===== src/core/fdsc_consts.svh =====
// Timing counts, field positions and reset values of the scan control
`ifndef FDSC_CONSTS_SVH
`define FDSC_CONSTS_SVH

// ****************************************************************
// Timing in pixel clock cycles
// ****************************************************************
`define FDSC_LAT_COLD 8'd180
`define FDSC_LAT_WARM 8'd19
`define FDSC_ROW_GAP 8'd11
`define FDSC_ROW_PIX 192
`define FDSC_ROWS 256
`define FDSC_DET_INTERVAL 64

// ****************************************************************
// Field positions and reset values
// ****************************************************************
`define FDSC_DCOFS_SIGN_BIT 7
`define FDSC_WHITE_PIX 8'hFF
`define FDSC_PIN_IDLE 1'b1

`endif


===== src/core/fdsc_pkg.sv =====
// Types shared by the finger detect scan control
package fdsc_pkg;
   typedef enum logic [2:0] {
      ST_IDLE,
      ST_LEAD,
      ST_ROW,
      ST_GAP,
      ST_WAIT
   } fdsc_state_e;

   typedef logic [7:0] fdsc_byte_t;
endpackage : fdsc_pkg


===== src/core/fdsc_top.sv =====
// Finger detect scan control: resets, detection scan, lift check, stream
//
// What this block does
// RULE1 - Pin, software command or chip enable reset core
// RULE2 - Only the pin resets the SPI state machine
// RULE3 - Detection runs only while detect enable set
// RULE4 - Interrupt pin driven only while interrupt enabled
// RULE5 - Detection sums selected row, pushes no data
// RULE6 - Sum above threshold at row end raises flag
// RULE7 - Detection OK flag opens image channel
// RULE8 - Sum not above threshold clears flag, closes channel
// RULE9 - Flag updated per detection, cleared at scan start
// RULE10 - OK flag changes at detection end; reset clears (the code also clears it at a lift check row end)
// RULE11 - Lift row below threshold makes later rows white
// RULE12 - Departure raises interrupt pin, clears both flags
// RULE13 - Pin idles high, falls on touch, rises on lift
// RULE14 - Cold start latency is 180 pixel clocks
// RULE15 - Later scans start after 19 pixel clocks
// RULE16 - One pixel sample per pixel clock
// RULE17 - Eleven pixel clock gap between image rows
// RULE18 - Host resets, initialises, waits detection before capture
// RULE19 - Image scan with channel closed reads white
// RULE20 - Total gain is product of two stage ratios
// RULE21 - Offset bit 7 selects negative compensation
// RULE22 - Trim code sets oscillator frequency per table
// RULE23 - Detection repeat interval is a fixed parameter
`timescale 1ns/1ps
`include "fdsc_consts.svh"
module fdsc_top
   import fdsc_pkg::*;
#(
   parameter int PIX_PER_ROW = `FDSC_ROW_PIX,
   parameter int ROWS = `FDSC_ROWS,
   parameter int DET_INTERVAL = `FDSC_DET_INTERVAL
) (
   // Clock and reset
   input wire logic sys_clk,
   input wire logic reset,
   // Reset sources
   input wire logic hw_rst_pin_n,
   input wire logic sw_reset_cmd,
   input wire logic chip_en,
   // Control bits
   input wire logic det_en,
   input wire logic intr_en,
   input wire logic start_img,
   input wire logic [7:0] detect_row_select,
   input wire logic [7:0] lift_check_row_select,
   input wire logic [15:0] detect_threshold,
   // Analog setup codes
   input wire logic [1:0] first_stage_gain,
   input wire logic [3:0] second_stage_gain,
   input wire logic [7:0] dc_offset,
   input wire logic [5:0] osc_trim,
   // Pixel link from the front end
   input wire logic pclk,
   input wire logic [7:0] pix_in,
   output logic [7:0] row_addr_ff,
   // Image stream
   output logic img_valid,
   input wire logic img_ready,
   output logic [7:0] img_data,
   // Status and resets
   output logic det_irq_ff,
   output logic det_ok_ff,
   output logic core_rst_ff,
   output logic spi_rst_ff,
   output logic busy_ff,
   // Finger interrupt pin
   output logic finger_irq_pin_o_ff,
   output logic finger_irq_pin_oe_ff,
   // Analog setup outputs
   output logic [20:0] total_gain_x10k_ff,
   output logic dc_comp_neg_ff,
   output logic [6:0] dc_comp_mag_ff,
   output logic [11:0] osc_freq_10khz_ff
);
   // ****************************************************************
   // Lookup functions
   // ****************************************************************
   function automatic logic [9:0] g1_x100(input logic [1:0] c);
      unique case (c)
         2'h0: g1_x100 = 10'd200;
         2'h1: g1_x100 = 10'd267;
         2'h2: g1_x100 = 10'd400;
         2'h3: g1_x100 = 10'd800;
      endcase
   endfunction : g1_x100

   function automatic logic [10:0] g2_x100(input logic [3:0] c);
      logic [10:0] t [16];
      t = '{11'd188, 11'd356, 11'd376, 11'd400, 11'd427, 11'd457,
            11'd492, 11'd533, 11'd582, 11'd640, 11'd711, 11'd800,
            11'd914, 11'd1067, 11'd1280, 11'd1600};
      g2_x100 = t[c];
   endfunction : g2_x100

   // Oscillator in 10 kHz units; slot is code bits 5 to 1, bit 0 ignored
   function automatic logic [11:0] osc_freq(input logic [5:0] c);
      logic [11:0] t [32];
      t = '{12'd2366, 12'd1552, 12'd1786, 12'd1260, 12'd1947, 12'd1345,
            12'd1530, 12'd1121, 12'd2047, 12'd1395, 12'd1587, 12'd1151,
            12'd1716, 12'd1223, 12'd1377, 12'd1033, 12'd2070, 12'd1405,
            12'd1601, 12'd1158, 12'd1733, 12'd1231, 12'd1388, 12'd1038,
            12'd1815, 12'd1275, 12'd1436, 12'd1066, 12'd1545, 12'd1128,
            12'd1260, 12'd963};
      osc_freq = t[c[5:1]];
   endfunction : osc_freq

   initial begin
      if (PIX_PER_ROW < 2 || PIX_PER_ROW > 256)
         $error("fdsc_top: PIX_PER_ROW out of range");
      if (ROWS < 1 || ROWS > 256)
         $error("fdsc_top: ROWS out of range");
      if (DET_INTERVAL < 1 || DET_INTERVAL > 255)
         $error("fdsc_top: DET_INTERVAL out of range");
   end

   // ****************************************************************
   // Synchronisers and reset tree
   // ****************************************************************
   logic hw_s1_ff;
   logic hw_s2_ff;
   logic pclk_s1_ff;
   logic pclk_s2_ff;
   logic pclk_s3_ff;
   logic [7:0] pix_s1_ff;
   logic [7:0] pix_s2_ff;

   always_ff @(posedge sys_clk) begin
      if (reset) begin
         hw_s1_ff <= 1'b0;
         hw_s2_ff <= 1'b0;
         pclk_s1_ff <= 1'b0;
         pclk_s2_ff <= 1'b0;
         pclk_s3_ff <= 1'b0;
         pix_s1_ff <= 8'h00;
         pix_s2_ff <= 8'h00;
      end else begin
         hw_s1_ff <= hw_rst_pin_n;
         hw_s2_ff <= hw_s1_ff;
         pclk_s1_ff <= pclk;
         pclk_s2_ff <= pclk_s1_ff;
         pclk_s3_ff <= pclk_s2_ff;
         pix_s1_ff <= pix_in;
         pix_s2_ff <= pix_s1_ff;
      end
   end

   always_ff @(posedge sys_clk) begin
      if (reset) begin
         core_rst_ff <= 1'b1;
         spi_rst_ff <= 1'b1;
      end else begin
         core_rst_ff <= !hw_s2_ff || sw_reset_cmd || !chip_en; // [RULE1]
         spi_rst_ff <= !hw_s2_ff; // [RULE2]
      end
   end

   // ****************************************************************
   // Scan sequencer
   // ****************************************************************
   fdsc_state_e state_ff;
   logic [7:0] cnt_ff;
   logic [7:0] row_ff;
   logic [15:0] sum_ff;
   logic mode_det_ff;
   logic warm_ff;
   logic white_ff;
   logic start_req_ff;
   logic det_en_d_ff;
   logic buf_in_ready;
   logic tick;
   logic row_end;
   logic push;
   logic scan_start;
   logic go_img;
   logic go_det;
   logic finger_on;
   logic finger_off;
   logic lift;
   logic [15:0] nxt_sum;
   logic [7:0] lat;

   // A full buffer holds the sequencer back so no word is dropped
   assign tick = pclk_s2_ff && !pclk_s3_ff && buf_in_ready; // [RULE16]
   assign nxt_sum = sum_ff + {8'h00, pix_s2_ff};
   assign row_end = tick && state_ff == ST_ROW
                    && cnt_ff == 8'(PIX_PER_ROW - 1);
   assign push = tick && state_ff == ST_ROW && !mode_det_ff; // [RULE5]
   assign go_img = start_req_ff;
   assign go_det = det_en && !start_req_ff; // [RULE3]
   // A dropped detect enable in the wait slot aborts first; image starts later
   assign scan_start = tick && !core_rst_ff
                       && (state_ff == ST_IDLE && (go_img || go_det)
                          || state_ff == ST_WAIT && cnt_ff == 8'h00 && det_en);
   assign lat = warm_ff ? `FDSC_LAT_WARM : `FDSC_LAT_COLD; // [RULE14] [RULE15]
   assign finger_on = row_end && mode_det_ff
                      && nxt_sum > detect_threshold; // [RULE6]
   assign finger_off = row_end && mode_det_ff
                       && !(nxt_sum > detect_threshold); // [RULE8]
   assign lift = row_end && !mode_det_ff && row_ff == lift_check_row_select
                 && nxt_sum < detect_threshold; // [RULE11]

   always_ff @(posedge sys_clk) begin
      if (core_rst_ff) begin
         start_req_ff <= 1'b0;
      end else if (start_img) begin
         start_req_ff <= 1'b1;
      end else if (scan_start && go_img) begin
         start_req_ff <= 1'b0;
      end
   end

   always_ff @(posedge sys_clk) begin
      if (core_rst_ff) begin
         det_en_d_ff <= 1'b0;
         warm_ff <= 1'b0;
      end else begin
         det_en_d_ff <= det_en;
         if (det_en_d_ff && !det_en)
            warm_ff <= 1'b0; // [RULE14]
         else if (scan_start)
            warm_ff <= 1'b1;
      end
   end

   always_ff @(posedge sys_clk) begin
      if (core_rst_ff) begin
         state_ff <= ST_IDLE;
         cnt_ff <= 8'h00;
         row_ff <= 8'h00;
         sum_ff <= 16'h0000;
         mode_det_ff <= 1'b0;
         white_ff <= 1'b0;
      end else if (mode_det_ff && !det_en && state_ff != ST_IDLE) begin
         state_ff <= ST_IDLE; // [RULE3]
      end else if (scan_start) begin
         state_ff <= ST_LEAD;
         cnt_ff <= lat - 8'd1;
         row_ff <= 8'h00;
         mode_det_ff <= !go_img;
         white_ff <= 1'b0;
      end else if (tick) begin
         unique case (state_ff)
            ST_IDLE: begin
               state_ff <= ST_IDLE;
            end
            ST_LEAD, ST_GAP: begin
               if (cnt_ff == 8'h00) begin
                  state_ff <= ST_ROW;
                  sum_ff <= 16'h0000;
               end else begin
                  cnt_ff <= cnt_ff - 8'd1;
               end
            end
            ST_ROW: begin
               sum_ff <= nxt_sum; // [RULE5]
               if (lift)
                  white_ff <= 1'b1; // [RULE11]
               if (!row_end) begin
                  cnt_ff <= cnt_ff + 8'd1;
               end else if (mode_det_ff) begin
                  state_ff <= ST_WAIT;
                  cnt_ff <= 8'(DET_INTERVAL - 1); // [RULE23]
               end else if (row_ff != 8'(ROWS - 1)) begin
                  state_ff <= ST_GAP;
                  cnt_ff <= `FDSC_ROW_GAP - 8'd1; // [RULE17]
                  row_ff <= row_ff + 8'd1;
               end else begin
                  state_ff <= ST_IDLE;
               end
            end
            ST_WAIT: begin
               if (cnt_ff != 8'h00)
                  cnt_ff <= cnt_ff - 8'd1;
               else
                  state_ff <= ST_IDLE;
            end
         endcase
      end
   end

   always_ff @(posedge sys_clk) begin
      if (core_rst_ff) begin
         row_addr_ff <= 8'h00;
         busy_ff <= 1'b0;
      end else begin
         row_addr_ff <= mode_det_ff ? detect_row_select : row_ff; // [RULE5]
         busy_ff <= state_ff != ST_IDLE;
      end
   end

   // ****************************************************************
   // Status flags and interrupt pin
   // ****************************************************************
   always_ff @(posedge sys_clk) begin
      if (core_rst_ff) begin
         det_irq_ff <= 1'b0; // [RULE10]
         det_ok_ff <= 1'b0;
      end else if (finger_on) begin
         det_irq_ff <= 1'b1; // [RULE6] [RULE9]
         det_ok_ff <= 1'b1; // [RULE10]
      end else if (finger_off || lift) begin
         det_irq_ff <= 1'b0; // [RULE8] [RULE12]
         det_ok_ff <= 1'b0;
      end else if (scan_start) begin
         det_irq_ff <= 1'b0; // [RULE9]
      end
   end

   always_ff @(posedge sys_clk) begin
      if (core_rst_ff) begin
         finger_irq_pin_o_ff <= `FDSC_PIN_IDLE;
         finger_irq_pin_oe_ff <= 1'b0;
      end else begin
         finger_irq_pin_oe_ff <= intr_en; // [RULE4]
         if (!intr_en)
            finger_irq_pin_o_ff <= `FDSC_PIN_IDLE; // [RULE13]
         else if (finger_on)
            finger_irq_pin_o_ff <= 1'b0; // [RULE13]
         else if (lift)
            finger_irq_pin_o_ff <= 1'b1; // [RULE12]
      end
   end

   // ****************************************************************
   // Image channel and analog setup
   // ****************************************************************
   fdsc_byte_t pix_out;

   // Closed channel or a lifted finger yields white pixels
   assign pix_out = (!det_ok_ff || white_ff) ? `FDSC_WHITE_PIX
                    : pix_s2_ff; // [RULE7] [RULE19] [RULE11]

   fdsc_buf2 #(
      .W(8)
   ) u_buf (
      .clk(sys_clk),
      .rst(core_rst_ff),
      .in_valid(push),
      .in_ready(buf_in_ready),
      .in_data(pix_out),
      .out_valid(img_valid),
      .out_ready(img_ready),
      .out_data(img_data)
   );

   always_ff @(posedge sys_clk) begin
      if (core_rst_ff) begin
         total_gain_x10k_ff <= 21'h00000;
         dc_comp_neg_ff <= 1'b0;
         dc_comp_mag_ff <= 7'h00;
         osc_freq_10khz_ff <= 12'h000;
      end else begin
         total_gain_x10k_ff <= 21'(g1_x100(first_stage_gain)
                               * g2_x100(second_stage_gain)); // [RULE20]
         dc_comp_neg_ff <= dc_offset[`FDSC_DCOFS_SIGN_BIT]; // [RULE21]
         dc_comp_mag_ff <= dc_offset[6:0];
         osc_freq_10khz_ff <= osc_freq(osc_trim); // [RULE22]
      end
   end

   // ****************************************************************
   // Assertions
   // ****************************************************************
   property p_sw_reset_core;
      @(posedge sys_clk) disable iff (reset)
      (sw_reset_cmd || !chip_en) |=> core_rst_ff ##1 !busy_ff;
   endproperty
   a_sw_reset_core: assert property (p_sw_reset_core) // [RULE1]
      else $error("soft reset source did not reset the core");

   property p_spi_kept;
      @(posedge sys_clk) disable iff (reset)
      (hw_s2_ff && (sw_reset_cmd || !chip_en)) |=> !spi_rst_ff;
   endproperty
   a_spi_kept: assert property (p_spi_kept) // [RULE2]
      else $error("SPI reset followed a soft reset source");

   property p_det_needs_en;
      @(posedge sys_clk) disable iff (reset)
      (!det_en && !core_rst_ff) |=> ##1 !(mode_det_ff && busy_ff);
   endproperty
   a_det_needs_en: assert property (p_det_needs_en) // [RULE3]
      else $error("detection scan ran with detect enable low");

   property p_pin_oe;
      @(posedge sys_clk) disable iff (reset)
      !intr_en |=> !finger_irq_pin_oe_ff;
   endproperty
   a_pin_oe: assert property (p_pin_oe) // [RULE4]
      else $error("interrupt pin driven while disabled");

   property p_det_no_push;
      @(posedge sys_clk) disable iff (reset)
      (mode_det_ff && !img_valid) |=> !img_valid;
   endproperty
   a_det_no_push: assert property (p_det_no_push) // [RULE5]
      else $error("detection scan pushed image data");

   property p_finger_on;
      @(posedge sys_clk) disable iff (reset)
      (!core_rst_ff && row_end && mode_det_ff
       && nxt_sum > detect_threshold) |=> det_irq_ff && det_ok_ff;
   endproperty
   a_finger_on: assert property (p_finger_on) // [RULE6]
      else $error("sum above threshold did not raise flags");

   property p_finger_off;
      @(posedge sys_clk) disable iff (reset)
      (row_end && mode_det_ff && nxt_sum <= detect_threshold)
      |=> !det_irq_ff && !det_ok_ff;
   endproperty
   a_finger_off: assert property (p_finger_off) // [RULE8]
      else $error("low sum did not clear flags");

   property p_start_clears;
      @(posedge sys_clk) disable iff (reset)
      scan_start |=> !det_irq_ff && state_ff == ST_LEAD;
   endproperty
   a_start_clears: assert property (p_start_clears) // [RULE9]
      else $error("scan start did not clear detection flag");

   property p_row_gap;
      @(posedge sys_clk) disable iff (reset)
      (!core_rst_ff && row_end && !mode_det_ff && row_ff != 8'(ROWS - 1))
      |=> state_ff == ST_GAP && cnt_ff == 8'd10;
   endproperty
   a_row_gap: assert property (p_row_gap) // [RULE17]
      else $error("row gap not loaded with eleven cycles");

   property p_pin_fall;
      @(posedge sys_clk) disable iff (reset)
      (!core_rst_ff && intr_en && finger_on) |=> !finger_irq_pin_o_ff;
   endproperty
   a_pin_fall: assert property (p_pin_fall) // [RULE13]
      else $error("interrupt pin did not fall on touch");
endmodule : fdsc_top


===== src/core/fdsc_buf2.sv =====
// Two-entry buffer with valid and ready on both sides
`timescale 1ns/1ps
module fdsc_buf2 #(
   parameter int W = 8
) (
   // Clock and reset
   input wire logic clk,
   input wire logic rst,
   // Filling side
   input wire logic in_valid,
   output logic in_ready,
   input wire logic [W-1:0] in_data,
   // Draining side
   output logic out_valid,
   input wire logic out_ready,
   output logic [W-1:0] out_data
);
   logic main_v_ff;
   logic skid_v_ff;
   logic [W-1:0] main_d_ff;
   logic [W-1:0] skid_d_ff;

   initial begin
      if (W < 1) $error("fdsc_buf2: W must be at least 1");
   end

   assign in_ready = !skid_v_ff;
   assign out_valid = main_v_ff;
   assign out_data = main_d_ff;

   // Head word moves on when drained, the second slot catches a stall
   always_ff @(posedge clk) begin
      if (rst) begin
         main_v_ff <= 1'b0;
         skid_v_ff <= 1'b0;
         main_d_ff <= '0;
         skid_d_ff <= '0;
      end else if (out_ready || !main_v_ff) begin
         if (skid_v_ff) begin
            main_d_ff <= skid_d_ff;
            main_v_ff <= 1'b1;
            skid_v_ff <= 1'b0;
         end else begin
            main_d_ff <= in_data;
            main_v_ff <= in_valid;
         end
      end else if (in_valid && !skid_v_ff) begin
         skid_d_ff <= in_data;
         skid_v_ff <= 1'b1;
      end
   end
endmodule : fdsc_buf2


===== config.mk =====
export PLATFORM = sky130hd
export DESIGN_NAME = fdsc_top
export DESIGN_NICKNAME = d
export VERILOG_FILES = /design/src/core/fdsc_pkg.sv /design/src/core/fdsc_top.sv /design/src/core/fdsc_buf2.sv
export VERILOG_INCLUDE_DIRS = /design/src /design/src/core
export SDC_FILE = /design/constraint.sdc
export NUM_CORES = 1
export LEC_CHECK = 0
export BUFFER_PORTS_ARGS = -buffer_cell sky130_fd_sc_hd__buf_2
export CAP_MARGIN = 20
export CELL_PAD_IN_SITES_DETAIL_PLACEMENT = 1
export CELL_PAD_IN_SITES_GLOBAL_PLACEMENT = 1
export CORE_ASPECT_RATIO = 1.2
export CORE_UTILIZATION = 45
export CTS_CLUSTER_DIAMETER = 200
export DETAILED_ROUTE_END_ITERATION = 10
export GPL_ROUTABILITY_DRIVEN = 0
export GPL_TIMING_DRIVEN = 0
export HOLD_SLACK_MARGIN = 0.02
export PLACE_DENSITY_LB_ADDON = 0.1
export SYNTH_ARGS = -nofsm -noshare
export SYNTH_HDL_FRONTEND = slang
export SYNTH_SLANG_ARGS = --single-unit

===== constraint.sdc =====
create_clock -name sys_clk -period 12.4 [get_ports sys_clk]
set_clock_uncertainty 0.2 [all_clocks]
set_input_delay 1.24 -clock sys_clk [delete_from_list [all_inputs] [get_ports sys_clk]]
set_output_delay 1.24 -clock sys_clk [all_outputs]
set_load 0.02 [all_outputs]

==> results of run 1 <==
-- cells in the mapped netlist (11+ instances only) --
master | count | area share (%)
sky130_fd_sc_hd__nor2_1 | 143 | 5.2
sky130_fd_sc_hd__dfxtp_1 | 135 | 26
sky130_fd_sc_hd__inv_1 | 133 | 4.8
sky130_fd_sc_hd__ha_1 | 105 | 13
sky130_fd_sc_hd__nand2_1 | 83 | 3.0
sky130_fd_sc_hd__a21oi_1 | 73 | 3.5
sky130_fd_sc_hd__fa_1 | 57 | 11
sky130_fd_sc_hd__nor2b_1 | 50 | 3.0
sky130_fd_sc_hd__o21ai_0 | 49 | 2.4
sky130_fd_sc_hd__clkbuf_1 | 44 | 1.6
sky130_fd_sc_hd__nand3_1 | 30 | 1.4
sky130_fd_sc_hd__nor3_1 | 29 | 1.4
sky130_fd_sc_hd__xnor2_1 | 26 | 2.2
sky130_fd_sc_hd__a211oi_1 | 20 | 1.4
sky130_fd_sc_hd__a21o_1 | 16 | 1.2
sky130_fd_sc_hd__nand2b_1 | 16 | 0.96
sky130_fd_sc_hd__nand4_1 | 13 | 0.78
sky130_fd_sc_hd__or3_1 | 13 | 0.78
sky130_fd_sc_hd__mux2i_1 | 12 | 1.2
sky130_fd_sc_hd__o21ai_1 | 12 | 0.58
sky130_fd_sc_hd__xor2_1 | 11 | 0.93
-- registers in the layout, indices dropped and copies added, names as in the netlist, 3 cells and up --
signal	flops
pix_s1_ff	8
u_buf.skid_d_ff	8
sum_ff	16
dc_comp_mag_ff	7
cnt_ff	8
pix_s2_ff	8
row_ff	8
state_ff	3
total_gain_x10k_ff	21
row_addr_ff	8
osc_freq_10khz_ff	12
u_buf.out_data	8
-- cell families after synthesis --
kind of cell,Yosys count
adders and majority gates,162
xor gates and xnor gates,37
DFF,135
buffers and inverters,197
and+or+nand+nor,433
muxes,17
AOI/OAI and AO/OA,269
-- per-stage QoR --
stage | hold WS, ps | utilization, %
2_1_floorplan | 169.0 | -
3_3_place_gp | 192.1 | 50.48
3_5_place_dp | 206.1 | 50.48
4_1_cts | 224.8 | 53.32
5_1_grt | 247.8 | 53.32
6_report | 219.5 | 53.32
-- layout make-up --
cell class / count / area (µm²)
Clock inverter: 12 / 191.4
Inverter: 134 / 503.0
Multi-Input combinational cell: 918 / 6909
Sequential cell: 135 / 2703
Buffer: 63 / 260.3
Fill cell: 2773 / 10510
Timing Repair Buffer: 129 / 645.6
Clock buffer: 20 / 446.7
Tap cell: 279 / 349.1
-- critical path, stage by stage --
cell,delay [ps]
sky130_fd_sc_hd__clkbuf_1,290
sky130_fd_sc_hd__clkbuf_1,360
sky130_fd_sc_hd__o21ai_0,170
sky130_fd_sc_hd__a21oi_1,630
sky130_fd_sc_hd__nor2_1,190
sky130_fd_sc_hd__fa_1,580
sky130_fd_sc_hd__inv_1,60
sky130_fd_sc_hd__fa_1,540
sky130_fd_sc_hd__inv_1,60
sky130_fd_sc_hd__fa_1,440
sky130_fd_sc_hd__fa_1,510
sky130_fd_sc_hd__inv_1,50
sky130_fd_sc_hd__fa_1,530
sky130_fd_sc_hd__inv_1,40
sky130_fd_sc_hd__ha_1,270
sky130_fd_sc_hd__clkbuf_1,190
sky130_fd_sc_hd__a211oi_1,250
sky130_fd_sc_hd__nor2_1,100
sky130_fd_sc_hd__o31ai_1,290
sky130_fd_sc_hd__a21oi_1,100
sky130_fd_sc_hd__a2111oi_0,490
sky130_fd_sc_hd__mux2_2,390
-- where the power goes --
group / switching (µW) / internal (µW)
clock network: 210 / 346
logic: 286 / 185
registers: 2.37 / 439
-- worst paths after layout --
check | startpoint | slack, ps | to | cells after the start
setup / recovery | second_stage_gain[2] | 4740 | total_gain_x10k_ff[17]$_SDFF_PP0_ | 22
hold / removal | hw_s2_ff$_SDFF_PP0_ | 220 | spi_rst_ff$_SDFF_PP1_ | 1
setup reg to reg | pix_s2_ff[2]$_SDFF_PP0_ | 8170 | det_ok_ff$_SDFFE_PP0P_ | 13
hold reg to reg | hw_s2_ff$_SDFF_PP0_ | 220 | spi_rst_ff$_SDFF_PP1_ | 1
-- layer usage --
metal	track usage [%]	vias up	wire length, µm
met5	0	-	13
met4	7.892	2	689
met3	4.579	48	1007
met2	49.32	206	15750
met1	31.05	4635	12800
li1	-	4573	-
==> impl_metrics.csv, run 1 <==
group,metric,value,unit
timing,maxClockFrequency,130.6,MHz
pwr,static-leakage-power,0.005630,µW
routing,post-route-drc-count,0,
synthesis,avgSynthCellArea,8.300,µm²
synthesis,postSynthNetCount,1482,
global_route,grt_first_pass_wirelength,50130,µm
floorplan,floorplan.rows,60,
routing,route.detailed.wl_per_inst,17.91,µm
synthesis,ffs_w_async_s_r_synth,0,%
routing,route.detailed.vias_per_inst,5.600,
synthesis,main_combinational_cell_family_by_area_after_synthesis,"adder cells",
worst_setup_path,cp_max_fo,10,
floorplan,core-area,22520,µm²
floorplan,fp.dieW,140.6,µm
min_path,timing.hold.worst.class,"register to register",
layout,design_area,12010,µm²
routing,drt-initial-drc-count,353,
run,timing.max_cap.violations,0,
routing,detailroute.via_count,9464,
floorplan,boundaryPins,135,
timing,final_slew_violations,0,
floorplan,floorplan.die.height,168.3,µm
clocking,cts_post_setup_buffers_inserted,0,
timing,finalHoldViolations,0,
global_route,largest_net_degree_at_the_start_of_global_routing,17,
synthesis,synth_edf_count,0,
synthesis,synth-compound-area-share,16.97,%
layout,n_antenna_cell,0,
layout,non_filler_instance_count_after_layout,1690,
clocking,cts-hold-fix-buffers,0,
clocking,tritoncts.num_buffers,17,
global_route,vias_in_the_first_global_route,10031,
place,placedCellCount,1658,
place,place.detailed.hpwl,23710,µm
pwr,vdd_drop_max,0.09015,mV
layout,layout_common_cells,"sky130_fd_sc_hd__nor2_1 (143), sky130_fd_sc_hd__buf_2 (139), sky130_fd_sc_hd__dfxtp_1 (135)",
routing,drt-total-wl,30270,µm
routing,drt_pre_antenna_iters,5,
place,port-buffer-count,129,
synthesis,synthFlopType,"sky130_fd_sc_hd__dfxtp_1",
timing,worst_slew_pin_slew,873.4,ps
timing,setup_slack,4742,ps
outcome,run_status,"finished clean",
timing,final.setup.tns,0,ps
synthesis,synth_warnings,0,
clocking,clkSlewWorstSetupHoldPaths,70,ps
layout,most_frequent_standard_cell_in_the_layout_excluding_fill_and_tap_cells,"sky130_fd_sc_hd__nor2_1",
timing,rsz0062_at_grt,"no",
global_route,global_route.overflow_total,0,
synthesis,synth.area.mux_share,2.026,%
worst_setup_path,worst-setup-path-type,"input pin to register",
worst_setup_path,worst_setup_path_start_kind,"input pin",
synthesis,synth_simple_gate_area_share,20.82,%
synthesis,post_synth_num_cell_types,80,
pwr,total_power_consumption_of_the_routed_design,1468,µW
synthesis,post_synth_instance_area,10370,µm²
global_route,groute.usage.overall,26.61,%
synthesis,postSynthRegisterBits,135,
worst_setup_path,crit_required,12520,ps
pwr,powerDensity,122.3,nW/µm²
global_route,number_of_antenna_violations_at_the_first_check_in_global_routing,1,
clocking,cts_num_sinks,135,
layout,layout-area-overhead-vs-synth,15.74,%
timing,final_period_demand_of_the_worst_path,7658,ps
place,pre_cts_slack,4297,ps
layout,layout-drive-gt1-share,14.25,%
routing,ant_nets,0,
clocking,cts_tree,"built",
clocking,clock_tree.buffer_depth,2,
synthesis,synth_cells,1250,
timing,timing.slew.headroom,41.28,%
layout,final_nets,1630,
place,place_area,11370,µm²
timing,timing.final.setup_violations,0,
floorplan,die_area,23670,µm²
floorplan,floorplan.initialDensity,46.07,%
synthesis,synthAdderAreaFrac,23.66,%
clocking,clkLatencyLatePin,430,ps
synthesis,post_synth_xor_area_fraction,3.123,%
clocking,root_buffer,"sky130_fd_sc_hd__clkbuf_16",
clocking,cts-htree-levels,4,
worst_setup_path,end_kind,"register",
clocking,post_cts.resized_instances,0,
timing,finalCritPeriodShare,61.75,%
worst_setup_path,worstPathArrival,7780,ps
synthesis,synth_sequential_area_ratio,26.05,%
(Power assumes the default switching activity.)
==> inputs of run 2 (changes only) <==
Settings changed: CORE_UTILIZATION 45 to 44.
Clock period 12.4 ns to 7.4 ns, I/O delays scaled along.
==> run 2 against run 1 <==
  * Final cell count increased by 2.1%
  * Global-route usage decreased by 0.80 points
  * Largest power group unchanged
  * Critical endpoint unchanged
  * Combinational power increased by 68%
  * Critical path depth increased by 3
  * Utilization decreased by 0.98 points
  * Design area increased by 0.80%
  * Wire length decreased by 1.1%
  * Non-clock buffer count unchanged
==> impl_metrics.csv, run 2 (synthesized netlist as in run 1, its figures left out) <==
group,metric,value,unit
worst_setup_path,worst-setup-path-type,"input pin to register",
floorplan,boundaryPins,135,
global_route,met2_global_route_usage,49.21,%
floorplan,floorplan.initialDensity,44.86,%
routing,route.detailed.vias_per_inst,5.403,
layout,final_core_util,52.34,%
clocking,cts-hold-fix-buffers,0,
layout,filler_cell_count,2845,
clocking,tritoncts.num_buffers,17,
timing,hold_ws,222.0,ps
clocking,post_cts.resized_instances,0,
floorplan,fp.dieW,142.2,µm
worst_setup_path,regToRegEndpoint,"det_ok_ff$_SDFFE_PP0P_",
worst_setup_path,worst_setup_path_start_kind,"input pin",
timing,maxClockFrequency,146.6,MHz
layout,sequential_cell_area,2703,µm²
global_route,gr-usage-met3,4.136,%
timing,timing.slew.headroom,45.32,%
place,placedCellCount,1694,
layout,non_filler_instance_count_after_layout,1726,
routing,route.detailed.wl_per_inst,17.34,µm
global_route,largest_net_degree_at_the_start_of_global_routing,17,
pwr,intPower,1682,µW
pwr,combinationalPowerShare,31.5,%
pwr,p_seq_share,29.5,%
worst_setup_path,r2r_start,"pix_s2_ff[3]$_SDFF_PP0_",
global_route,use_met1,29.39,%
min_path,min_to,"spi_rst_ff$_SDFF_PP1_",
worst_setup_path,cp_max_fo,10,
routing,ant_nets,0,
global_route,number_of_antenna_violations_at_the_first_check_in_global_routing,1,
worst_setup_path,rr_worst_depth,13,
timing,finalCritPeriodShare,92.21,%
pwr,static-leakage-power,0.005642,µW
min_path,timing.hold.worst.class,"register to register",
clocking,root_buffer,"sky130_fd_sc_hd__clkbuf_16",
worst_setup_path,worstPathArrival,6940,ps
floorplan,die_area,24200,µm²
timing,final_period_demand_of_the_worst_path,6823,ps
routing,drt_pre_antenna_iters,4,
outcome,run_status,"finished clean",
layout,layout-area-overhead-vs-synth,16.67,%
timing,timing.final.setup_violations,0,
place,port-buffer-count,129,
floorplan,floorplan.rows,61,
pwr,switching_share,32.95,%
floorplan,core-area,23130,µm²
layout,layout_common_cells,"sky130_fd_sc_hd__nor2_1 (143), sky130_fd_sc_hd__buf_2 (139), sky130_fd_sc_hd__dfxtp_1 (135)",
pwr,vdd_drop_max,0.1625,mV
pwr,power.net_switching,826.8,µW
routing,drt-initial-drc-count,366,
routing,drt-total-wl,29920,µm
global_route,grt-busiest-layer,"met2",
clocking,clkSlewWorstSetupHoldPaths,60,ps
timing,finalHoldViolations,0,
layout,reg_top3,"total_gain_x10k_ff (21), sum_ff (16), osc_freq_10khz_ff (12)",
timing,final_slew_violations,0,
floorplan,floorplan.die.height,170.2,µm
layout,n_antenna_cell,0,
min_path,hold_depth,1,
clocking,clock_tree.buffer_depth,2,
run,timing.max_cap.violations,0,
pwr,share_clk_of_total_power,39.1,%
global_route,grt_first_pass_wirelength,49110,µm
layout,largest_register_by_flop_count,"total_gain_x10k_ff",
clocking,cts_post_setup_buffers_inserted,0,
timing,rsz0062_at_grt,"no",
layout,final_nets,1630,
clocking,cts_num_sinks,135,
clocking,clkLatencyLatePin,430,ps
layout,most_frequent_standard_cell_in_the_layout_excluding_fill_and_tap_cells,"sky130_fd_sc_hd__nor2_1",
global_route,groute.usage.overall,25.81,%
worst_setup_path,end_kind,"register",
clocking,cts_tree,"built",
layout,largest_reg_flops,21,
layout,layout-drive-gt1-share,14.53,%
min_path,min-delay-start,"hw_s2_ff$_SDFF_PP0_",
global_route,vias_in_the_first_global_route,9714,
clocking,cts-htree-levels,4,
layout,area_of_the_multi_input_gates,6923,µm²
timing,worst_slew_pin_slew,820.1,ps
worst_setup_path,crit_required,7510,ps
worst_setup_path,setup.reg_to_reg.worst_slack,3300,ps
global_route,global_route.overflow_total,0,
place,place.detailed.hpwl,23610,µm
pwr,powerDensity,207.3,nW/µm²
routing,post-route-drc-count,0,
routing,detailroute.via_count,9326,
[run 2: cell types whose count changed in the layout (fill, tap and decap cells not counted), moves of 2 or more]
cell,previous run,this run
sky130_fd_sc_hd__a21oi_2,0,2
sky130_fd_sc_hd__bufinv_16,4,6
sky130_fd_sc_hd__clkinvlp_4,1,3
sky130_fd_sc_hd__a21oi_1,73,71
[run 2: critical path, stage by stage]
cell and delay (ps):
sky130_fd_sc_hd__buf_2 90, sky130_fd_sc_hd__clkbuf_1 360, sky130_fd_sc_hd__clkbuf_1 410, sky130_fd_sc_hd__nand3_1 110
sky130_fd_sc_hd__o21ai_0 260, sky130_fd_sc_hd__nor2_1 150, sky130_fd_sc_hd__nand2_1 180, sky130_fd_sc_hd__inv_1 70
sky130_fd_sc_hd__ha_1 290, sky130_fd_sc_hd__inv_1 50, sky130_fd_sc_hd__fa_1 500, sky130_fd_sc_hd__inv_1 50
sky130_fd_sc_hd__fa_1 460, sky130_fd_sc_hd__fa_1 550, sky130_fd_sc_hd__inv_1 50, sky130_fd_sc_hd__fa_1 530
sky130_fd_sc_hd__inv_1 40, sky130_fd_sc_hd__ha_1 270, sky130_fd_sc_hd__clkbuf_1 180, sky130_fd_sc_hd__a211oi_1 250
sky130_fd_sc_hd__nor2_1 100, sky130_fd_sc_hd__o31ai_1 250, sky130_fd_sc_hd__a21oi_1 110, sky130_fd_sc_hd__a2111oi_1 460
sky130_fd_sc_hd__mux2_2 390
[run 2: how the worst max path moves through the flow]
stage,start,end,slack (ps),cells after the start
4_1_cts,second_stage_gain[2],total_gain_x10k_ff[17]$_SDFF_PP0_,280,22
3_3_place_gp,second_stage_gain[2],total_gain_x10k_ff[17]$_SDFF_PP0_,30,22
6_report,second_stage_gain[3],total_gain_x10k_ff[17]$_SDFF_PP0_,580,25
2_1_floorplan,second_stage_gain[2],total_gain_x10k_ff[17]$_SDFF_PP0_,780,22
5_1_grt,second_stage_gain[3],total_gain_x10k_ff[17]$_SDFF_PP0_,80,25
3_5_place_dp,second_stage_gain[2],total_gain_x10k_ff[17]$_SDFF_PP0_,-130,22
[run 2: layout make-up]
type | count | share of cell area [%]
inverter | 134 | 4.155
clock buffer | 18 | 3.546
buffer | 63 | 2.150
tap | 315 | 3.256
timing repair buffer | 129 | 5.334
clock inverter | 14 | 2.036
multi-input combinational | 918 | 57.19
sequential | 135 | 22.33
[run 2: power groups by stage]
stage / registers, µW / clock network (µW) / logic, µW
final: 739 / 981 / 789
after CTS: 739 / 999 / 798
after detailed placement: 755 / 0 / 786
after floorplan: 758 / 0 / 582
after global routing: 739 / 1030 / 903
after global placement: 755 / 0 / 754
[run 2: layer usage]
layer,vias up,part of all wire [%]
met5,-,0.030
met4,2,1.5
met3,36,3.2
met2,147,53
met1,4567,42
li1,4574,-
[run 2: through the flow]
step | area (µm²) | worst slack, ps | power, µW | TNS, ps
3_3_place_gp | 11410 | 29.07 | 1509 | 0
5_1_grt | 12100 | 80.67 | 2669 | 0
2_1_floorplan | 10380 | 777.3 | 1339 | 0
3_5_place_dp | 11410 | -125.3 | 1541 | -125.3
4_1_cts | 12090 | 276.4 | 2536 | 0
6_report | 12100 | 576.6 | 2509 | 0
